<file path="config.mk">
export PLATFORM = sky130hd
export DESIGN_NAME = scan_entry_bank
export DESIGN_NICKNAME = d
export VERILOG_FILES = /design/src/include/scan_entry_pkg.sv /design/src/rtl/scan_entry_bank.sv
export VERILOG_INCLUDE_DIRS = /design/src /design/src/include
export SDC_FILE = /design/constraint.sdc
export NUM_CORES = 1
export LEC_CHECK = 0
export ABC_AREA = 1
export ABC_CLOCK_PERIOD_IN_PS = 2100
export BUFFER_PORTS_ARGS = -buffer_cell sky130_fd_sc_hd__buf_2
export CORE_AREA = 2 2 233 235
export CTS_BUF_LIST = sky130_fd_sc_hd__clkbuf_2 sky130_fd_sc_hd__clkbuf_4 sky130_fd_sc_hd__clkbuf_8
export CTS_CLUSTER_DIAMETER = 60
export DETAILED_ROUTE_END_ITERATION = 12
export DIE_AREA = 0 0 235 237
export GPL_ROUTABILITY_DRIVEN = 0
export GPL_TIMING_DRIVEN = 0
export SKIP_CTS_REPAIR_TIMING = 1
export SLEW_MARGIN = 20
export SYNTH_ARGS = -nofsm -noshare
export SYNTH_HDL_FRONTEND = slang
export SYNTH_SLANG_ARGS = --single-unit
</file>
<file path="constraint.sdc">
create_clock -name CLK_SYS_IN -period 2.1 [get_ports CLK_SYS_IN]
set_input_delay 0.21 -clock CLK_SYS_IN [delete_from_list [all_inputs] [get_ports CLK_SYS_IN]]
set_output_delay 0.21 -clock CLK_SYS_IN [all_outputs]
set_load 0.05 [all_outputs]
</file>
<file path="src/include/scan_entry_consts.svh">
// constants for the scan-list entry register bank
`ifndef SCAN_ENTRY_CONSTS_SVH
`define SCAN_ENTRY_CONSTS_SVH
`define IDX_ENTRY_LOW  6'h10
`define IDX_ENTRY_HIGH 6'h12
`define IDX_CTRL       6'h14
`define IDX_STATUS     6'h15
`define ADDR_IDX       7:2
`define HI_TYPE        14:12
`define HI_GROUP       5:4
`define HI_CHAN        3:0
`define LO_LAST        15
`define LO_TRIG        12
`define LO_DITHER      9
`define LO_UNIP        8
`define LO_GAIN        2:0
`define CTRL_CLEAR     0
`define CTRL_START     1
`define ST_BUSY        0
`define ST_OVF         1
`define ST_BAD_TYPE    2
`define ST_COUNT       15:8
`define ST_INDEX       23:16
`define TYPE_CAL       3'h0
`define TYPE_PAIR      3'h1
`define TYPE_SENSE     3'h2
`define TYPE_GROUND    3'h3
`define TYPE_GHOST     3'h7
`define NODE_OUT_GND   5'h10
`define NODE_IN_GND    5'h11
`define NODE_REF5      5'h12
`define NODE_CONV0     5'h13
`define NODE_CONV1     5'h14
`define NODE_SENSE     5'h15
`define NODE_NONE      5'h1f
`define PAIR_NEG_OFS   5'h08
`define CLK_NS         20
`define SETTLE_NS      1000
`define CONV_NS        2000
`define SCAN_DEPTH     16
`endif

</file>
<file path="src/include/scan_entry_pkg.sv">
// types shared by the scan-list entry register bank
`include "scan_entry_consts.svh"
package scan_entry_pkg;
	typedef struct packed {
		logic [7:0]  address;
		logic        read;
		logic        write;
		logic [31:0] writedata;
		logic [3:0]  byteenable;
	} avs_req_t;
	typedef struct packed {
		logic       last;
		logic       gen_trig;
		logic       dither;
		logic       unipolar;
		logic [2:0] gain;
		logic [2:0] rtype;
		logic [1:0] group;
		logic [3:0] chan;
	} entry_t;
	typedef struct packed {
		logic [4:0] pos;
		logic [4:0] neg;
	} route_t;
	typedef enum logic [2:0] {
		SEQ_IDLE, SEQ_LOAD, SEQ_SETTLE, SEQ_CONVERT, SEQ_NEXT
	} seq_t;
endpackage

</file>
<file path="src/rtl/scan_entry_bank.sv">
// scan-list entry store, Avalon-MM slave and input mux sequencer
//
// The Avalon-MM register port was chosen for this implementation.
`timescale 1ns/10ps
`default_nettype none
`include "scan_entry_consts.svh"
module scan_entry_bank #(
	parameter int DEPTH      = `SCAN_DEPTH,
	parameter int SETTLE_CYC = (`SETTLE_NS + `CLK_NS - 1) / `CLK_NS,
	parameter int CONV_CYC   = (`CONV_NS + `CLK_NS - 1) / `CLK_NS
) (
	input  wire logic        CLK_SYS_IN,
	input  wire logic        SRST_IN,
	input  wire logic [7:0]  AVS_ADDRESS_IN,
	input  wire logic        AVS_READ_IN,
	input  wire logic        AVS_WRITE_IN,
	input  wire logic [31:0] AVS_WRITEDATA_IN,
	input  wire logic [3:0]  AVS_BYTEENABLE_IN,
	output logic      [31:0] AVS_READDATA_OUT,
	output logic             AVS_WAITREQUEST_OUT,
	output logic      [2:0]  RES_TYPE_OUT,
	output logic      [1:0]  GROUP_OUT,
	output logic      [3:0]  CHAN_OUT,
	output logic      [4:0]  POS_NODE_OUT,
	output logic      [4:0]  NEG_NODE_OUT,
	output logic      [2:0]  GAIN_OUT,
	output logic             UNIPOLAR_OUT,
	output logic             DITHER_OUT,
	output logic             GEN_TRIG_N_OUT,
	output logic             CONVERT_OUT,
	output logic             FIFO_SHIFT_OUT
);
	localparam int IW = $clog2(DEPTH);
	localparam int CW = IW + 1;
	localparam int TW = $clog2(SETTLE_CYC + CONV_CYC + 1);

	typedef struct packed {
		scan_entry_pkg::entry_t [DEPTH-1:0] mem;
		logic [15:0]                low_hold;
		logic [15:0]                up_hold;
		logic [CW-1:0]              count;
		logic [IW-1:0]              wr_ptr;
		logic [IW-1:0]              rd_ptr;
		logic                       ovf;
		logic                       bad_type;
		scan_entry_pkg::seq_t       seq;
		logic [TW-1:0]              timer;
		logic                       skip;
		logic                       cur_last;
		logic                       cur_trig;
		logic                       wait_r;
		logic [31:0]                rdata;
		logic [2:0]                 rtype;
		logic [1:0]                 group;
		logic [3:0]                 chan;
		logic [4:0]                 pos;
		logic [4:0]                 neg;
		logic [2:0]                 gain;
		logic                       unipolar;
		logic                       dither;
		logic                       gen_trig_n;
		logic                       convert;
		logic                       shift;
	} state_t;

	state_t                   r_reg;
	state_t                   r_next;
	scan_entry_pkg::avs_req_t req;
	scan_entry_pkg::entry_t   cur;
	scan_entry_pkg::route_t   rt;
	logic [5:0]               idx;
	logic [15:0]              merged;
	logic                     taken;
	logic                     clr;
	logic                     invalid;

	// ------------------------------------------------------------
	// helpers
	// ------------------------------------------------------------
	function automatic logic [15:0] merge16(input logic [15:0] old,
		input logic [31:0] wd, input logic [3:0] be);
		merge16 = {be[1] ? wd[15:8] : old[15:8], be[0] ? wd[7:0] : old[7:0]};
	endfunction

	function automatic scan_entry_pkg::route_t route(input logic [2:0] t,
		input logic [3:0] c);
		scan_entry_pkg::route_t v;
		v.pos = `NODE_NONE;
		v.neg = `NODE_NONE;
		unique case (t)
		`TYPE_CAL: begin
			if (!c[3]) begin
				unique case (c[2:0])
				3'h0: v = '{`NODE_OUT_GND, `NODE_OUT_GND};
				3'h1: v = '{`NODE_OUT_GND, `NODE_IN_GND};
				3'h2: v = '{`NODE_CONV0, `NODE_OUT_GND};
				3'h3: v = '{`NODE_CONV1, `NODE_OUT_GND};
				3'h4: v = '{`NODE_REF5, `NODE_REF5};
				3'h5: v = '{`NODE_REF5, `NODE_IN_GND};
				3'h6: v = '{`NODE_CONV0, `NODE_REF5};
				3'h7: v = '{`NODE_CONV1, `NODE_REF5};
				endcase
			end
		end
		`TYPE_PAIR: begin
			if (!c[3]) begin
				v.pos = {1'b0, c};
				v.neg = {1'b0, c} + `PAIR_NEG_OFS;
			end
		end
		`TYPE_SENSE: v = '{{1'b0, c}, `NODE_SENSE};
		`TYPE_GROUND: v = '{{1'b0, c}, `NODE_IN_GND};
		default: v = '{`NODE_NONE, `NODE_NONE};
		endcase
		route = v;
	endfunction

	assign req = '{AVS_ADDRESS_IN, AVS_READ_IN, AVS_WRITE_IN,
		AVS_WRITEDATA_IN, AVS_BYTEENABLE_IN};
	assign idx = req.address[`ADDR_IDX];
	assign cur = r_reg.mem[r_reg.rd_ptr];
	assign rt = route(cur.rtype, cur.chan);
	assign invalid = cur.rtype[2] && (cur.rtype != `TYPE_GHOST);
	// write lands on the edge where waitrequest is seen low
	assign taken = req.write && !r_reg.wait_r;
	assign clr = taken && idx == `IDX_CTRL
		&& req.writedata[`CTRL_CLEAR];
	assign merged = merge16(idx == `IDX_ENTRY_HIGH ? r_reg.up_hold
		: r_reg.low_hold, req.writedata, req.byteenable);

	// ------------------------------------------------------------
	// next state
	// ------------------------------------------------------------
	always_comb begin
		r_next = r_reg;
		r_next.shift = 1'b0;
		// one wait cycle per request, then release
		r_next.wait_r = !((req.read || req.write) && r_reg.wait_r);
		if (req.read && r_reg.wait_r) begin
			r_next.rdata = '0;
			if (idx == `IDX_STATUS) begin
				r_next.rdata[`ST_BUSY] = r_reg.seq != scan_entry_pkg::SEQ_IDLE;
				r_next.rdata[`ST_OVF] = r_reg.ovf;
				r_next.rdata[`ST_BAD_TYPE] = r_reg.bad_type;
				r_next.rdata[`ST_COUNT] = 8'(r_reg.count);
				r_next.rdata[`ST_INDEX] = 8'(r_reg.rd_ptr);
			end
		end

		// sequencer steps through stored entries in order
		unique case (r_reg.seq)
		scan_entry_pkg::SEQ_IDLE: begin
		end
		scan_entry_pkg::SEQ_LOAD: begin
			// ghost and invalid types keep the slot but never acquire
			r_next.skip = cur.rtype == `TYPE_GHOST || invalid;
			r_next.rtype = cur.rtype;
			r_next.group = cur.rtype == `TYPE_CAL ? 2'h0 : cur.group;
			r_next.chan = cur.rtype == `TYPE_GHOST ? 4'h0 : cur.chan;
			r_next.pos = rt.pos;
			r_next.neg = rt.neg;
			r_next.gain = cur.gain;
			r_next.unipolar = cur.unipolar;
			r_next.dither = cur.dither;
			r_next.cur_last = cur.last;
			r_next.cur_trig = cur.gen_trig;
			r_next.timer = '0;
			r_next.seq = scan_entry_pkg::SEQ_SETTLE;
		end
		scan_entry_pkg::SEQ_SETTLE: begin
			r_next.timer = r_reg.timer + 1'b1;
			if (r_reg.timer == TW'(SETTLE_CYC - 1)) begin
				r_next.timer = '0;
				r_next.convert = !r_reg.skip;
				r_next.gen_trig_n = !(r_reg.cur_trig && !r_reg.skip);
				r_next.seq = scan_entry_pkg::SEQ_CONVERT;
			end
		end
		scan_entry_pkg::SEQ_CONVERT: begin
			// mux fields are untouched here, so they hold
			r_next.timer = r_reg.timer + 1'b1;
			if (r_reg.timer == TW'(CONV_CYC - 1)) begin
				r_next.convert = 1'b0;
				r_next.gen_trig_n = 1'b1;
				r_next.shift = !r_reg.skip;
				r_next.seq = scan_entry_pkg::SEQ_NEXT;
			end
		end
		scan_entry_pkg::SEQ_NEXT: begin
			r_next.rd_ptr = (r_reg.rd_ptr == IW'(r_reg.count - 1'b1))
				? '0 : r_reg.rd_ptr + 1'b1;
			// a flagged entry ends this scan; next start resumes after it
			r_next.seq = r_reg.cur_last ? scan_entry_pkg::SEQ_IDLE
				: scan_entry_pkg::SEQ_LOAD;
		end
		endcase

		if (taken) begin
			unique case (idx)
			`IDX_ENTRY_HIGH: r_next.up_hold = merged;
			`IDX_ENTRY_LOW: begin
				r_next.low_hold = merged;
				if (r_reg.count == CW'(DEPTH)) begin
					r_next.ovf = 1'b1;
				end else begin
					r_next.mem[r_reg.wr_ptr] = '{merged[`LO_LAST],
						merged[`LO_TRIG], merged[`LO_DITHER],
						merged[`LO_UNIP], merged[`LO_GAIN],
						r_reg.up_hold[`HI_TYPE], r_reg.up_hold[`HI_GROUP],
						r_reg.up_hold[`HI_CHAN]};
					r_next.wr_ptr = r_reg.wr_ptr + 1'b1;
					r_next.count = r_reg.count + 1'b1;
				end
			end
			`IDX_CTRL: begin
				if (!req.writedata[`CTRL_CLEAR] && req.writedata[`CTRL_START]
					&& r_reg.seq == scan_entry_pkg::SEQ_IDLE
					&& r_reg.count != '0) begin
					r_next.seq = scan_entry_pkg::SEQ_LOAD;
				end
			end
			default: begin
			end
			endcase
		end

		if (clr) begin
			r_next.mem = '0;
			r_next.count = '0;
			r_next.wr_ptr = '0;
			r_next.rd_ptr = '0;
			r_next.ovf = 1'b0;
			r_next.bad_type = 1'b0;
			r_next.seq = scan_entry_pkg::SEQ_IDLE;
			r_next.convert = 1'b0;
			r_next.gen_trig_n = 1'b1;
			r_next.shift = 1'b0;
		end
		// an invalid type seen as the clear lands is still reported
		if (r_reg.seq == scan_entry_pkg::SEQ_LOAD && invalid) begin
			r_next.bad_type = 1'b1;
		end
	end

	// ------------------------------------------------------------
	// state register
	// ------------------------------------------------------------
	always_ff @(posedge CLK_SYS_IN) begin
		if (SRST_IN) begin
			r_reg <= '0;
			r_reg.seq <= scan_entry_pkg::SEQ_IDLE;
			r_reg.wait_r <= 1'b1;
			r_reg.gen_trig_n <= 1'b1;
			r_reg.pos <= `NODE_NONE;
			r_reg.neg <= `NODE_NONE;
		end else begin
			r_reg <= r_next;
		end
	end

	assign AVS_READDATA_OUT = r_reg.rdata;
	assign AVS_WAITREQUEST_OUT = r_reg.wait_r;
	assign RES_TYPE_OUT = r_reg.rtype;
	assign GROUP_OUT = r_reg.group;
	assign CHAN_OUT = r_reg.chan;
	assign POS_NODE_OUT = r_reg.pos;
	assign NEG_NODE_OUT = r_reg.neg;
	assign GAIN_OUT = r_reg.gain;
	assign UNIPOLAR_OUT = r_reg.unipolar;
	assign DITHER_OUT = r_reg.dither;
	assign GEN_TRIG_N_OUT = r_reg.gen_trig_n;
	assign CONVERT_OUT = r_reg.convert;
	assign FIFO_SHIFT_OUT = r_reg.shift;
endmodule
`default_nettype wire

</file>
==> out/qor.yml <==
route.antenna.remaining_nets: 0
synth.ff_latch_count: 349
cp_common_cell: "nor2_4"
viasPerCell: 5.282
grt_max_degree: 16
async_flop_share_pct: 0
ir_drop_mv: 0.4904
die_y_um: 237
skew_ns: 0.03494
synth_ff_type: "dfxtp_1"
fmax_ghz: 0.4664
whs_ns: 0.001541
tns_ns: -0.2909
cts_tree: "yes"
min-delay-path-class: "in2reg"
regArea_um2: 7003
first_pass_iters: 6
routedWlPerCell_um: 19.56
synth_cells: 2164
seq_area_frac_synth_pct: 44.20
hpwl_um: 42490
holdPathEnd: "AVS_READDATA_OUT[19]$_SDFFE_PP0P_"
slowest_stage: "dfxtp_4"
largest_reg_flops: 309
maxSlewViolCount: 0
wl_um: 60270
hold_start: "AVS_ADDRESS_IN[2]"
cts_max_level: 2
antenna_found_initial: 0
worstReg2RegStart: "r_reg[85]$_SDFFE_PP0P_"
finalHoldViolations: 0
avgSynthCellArea_um2: 7.304
dieArea_um2: 55700
clk_path_buf_depth: 3
num-fill-cells: 5467
maxSlewHeadroom_pct: 37.36
crit_path_max_fanout: 7
layout-drive-gt1-share_pct: 23.98
netlist_area_um2: 15810
r2r-end: "r_reg[188]$_SDFFE_PP0P_"
cp-end-kind: "register"
rr_worst_depth: 11
cp_data_arrival_time_ns: 2.70
port_buffers: 62
drc: 0
min_period_over_period_pct: 102.1
n_antenna_cell: 0
r2r_slack_ns: -0.04
cts_root_buffer: "clkbuf_8"
drv_cap: 0
final_cell_mix: "344 x dfxtp_1, 310 x a21oi_1, 277 x o21ai_0"
placed_cell_area_um2: 17060
max_stage_delay_ns: 0.37
critPathRequiredTime_ns: 2.66
yosysWarnings: 0
grt-ovfl-total: 0
io_pins: 108
initial_utilization_pct: 29.67
yosysUniqueCellTypes: 45
failed_checks: "setup timing"
grt_pass1_wl_um: 87620
dr.first_iter.drc_count: 1842
multi_input_area_um2: 7517
cts_buffers: 58
criticalPathCategory: "reg2reg"
dp_slack_ns: -1.180
setup_violations: 13
hold_depth: 5
worst_slew_pin_slew_ns: 0.9361
dr_total_vias: 16270
die_w_um: 235
status: "complete, but fails checks"
nets: 2407
dp_cells: 2941
cp-start-kind: "register"
final_common_cell: "dfxtp_1"
crit_path_cell_trace: "inv_2, ha_4, nand3_4, nor2_4, nor2_4, clkinv_4, nor2_4, nand2_4, buf_6, buf_6, a21oi_1"
coreArea_um2: 53280
p_leak_uw: 0.008301
rsz0062_at_grt: "yes"
p_per_area_nw_per_um2: 664.7
synth_edf_count: 0
final_area_um2: 20130
clkTransAtPathRegs_ns: 0.06
cts_sinks: 349
finalNonFillerCells: 3081
period_minus_slack_ns: 2.144
area_growth_pct: 27.38
grt_pass1_vias: 14990
track_usage_pct: 20.10
rows: 85
finalWorstSetupSlack_ns: -0.04428
clk-insertion-delay-late_ns: 0.65
[worst max-delay path: cells and delay by family (launching register included)]
| kind | cells | cell delay (ns) |
|---|---|---|
| AND/OR/NAND/NOR | 5 | 0.78 |
| buffers and inverters | 4 | 0.61 |
| flip-flops | 1 | 0.37 |
| adder cells (fa/ha/maj) | 1 | 0.17 |
| AO/OA/AOI/OAI | 1 | 0.13 |
[per-layer routing]
layer	up-vias	wire, µm	track usage, %	share of wire [%]
met2	858	26200	30.76	43
met5	-	0	0	0
met4	0	3184	9.743	5.3
met3	211	5474	3.486	9.1
met1	7650	25410	27.34	42
li1	7554	-	-	-
[layout make-up]
class	count	area share, %
Tap cell	696	4.325
Clock inverter	5	0.1678
Multi-Input combinational cell	1377	37.34
Inverter	247	5.089
Timing Repair Buffer	107	4.412
Clock buffer	90	5.531
Buffer	210	8.358
Sequential cell	349	34.78
[kinds of logic (layout without fill, tap and decap cells)]
logic type	after synthesis	in the layout	synth area share, %
buf+inv	457	659	13.15
other cells	1	20	0.02372
fa+ha+maj	9	9	0.7124
flops	349	349	44.20
compound gates	822	822	26.95
xor+xnor	8	8	0.4433
simple gates	518	518	14.52
[where the power goes]
group / internal [µW] / switching [µW]
combinational: 163 / 468
clock: 3320 / 2780
sequential: 6640 / 11.6
total: 10100 / 3260
[worst max path at each step]
| stage | end | cells after the start | from | slack, ns |
|---|---|---|---|---|
| finish | r_reg[188]$_SDFFE_PP0P_ | 11 | r_reg[85]$_SDFFE_PP0P_ | -0.04 |
| floorplan | r_reg[272]$_SDFFE_PP0P_ | 11 | AVS_WAITREQUEST_OUT$_SDFF_PP1_ | 0.13 |
| global route | r_reg[193]$_SDFFE_PP0P_ | 11 | AVS_WAITREQUEST_OUT$_SDFF_PP1_ | -0.13 |
| detailed placement | r_reg[60]$_SDFFE_PP0P_ | 9 | r_reg[76]$_SDFFE_PP0N_ | -1.18 |
| global placement | r_reg[60]$_SDFFE_PP0P_ | 9 | r_reg[76]$_SDFFE_PP0N_ | -1.17 |
| CTS | r_reg[60]$_SDFFE_PP0P_ | 9 | r_reg[76]$_SDFFE_PP0N_ | -1.19 |
[synth_stat cells, types with 5 or more instances]
cell | count | share of area (%)
clkbuf_1 | 77 | 1.8
nor3_1 | 7 | 0.22
inv_2 | 22 | 0.52
nand2_2 | 9 | 0.36
o21bai_1 | 6 | 0.28
nand3_1 | 118 | 3.7
nand4_1 | 9 | 0.36
buf_1 | 7 | 0.17
buf_2 | 54 | 1.7
nor2_1 | 130 | 3.1
buf_6 | 5 | 0.36
o211ai_1 | 24 | 1.1
a21oi_1 | 341 | 11
dfxtp_1 | 349 | 44
o21ai_0 | 336 | 11
buf_4 | 67 | 3.2
xor2_1 | 5 | 0.28
clkinv_1 | 5 | 0.12
o21ai_1 | 74 | 2.3
ha_1 | 9 | 0.71
nand2_1 | 223 | 5.3
inv_1 | 216 | 5.1
o22ai_1 | 30 | 1.2
[metrics by stage]
stage                     power (µW)  util, %
after CTS                      13370    34.17
after global placement          7369    32.02
final                          13380    37.79
after floorplan                 7195        -
after global routing           13700    37.79
after detailed placement        7372    32.02
Power figures use the tool's default switching activity.
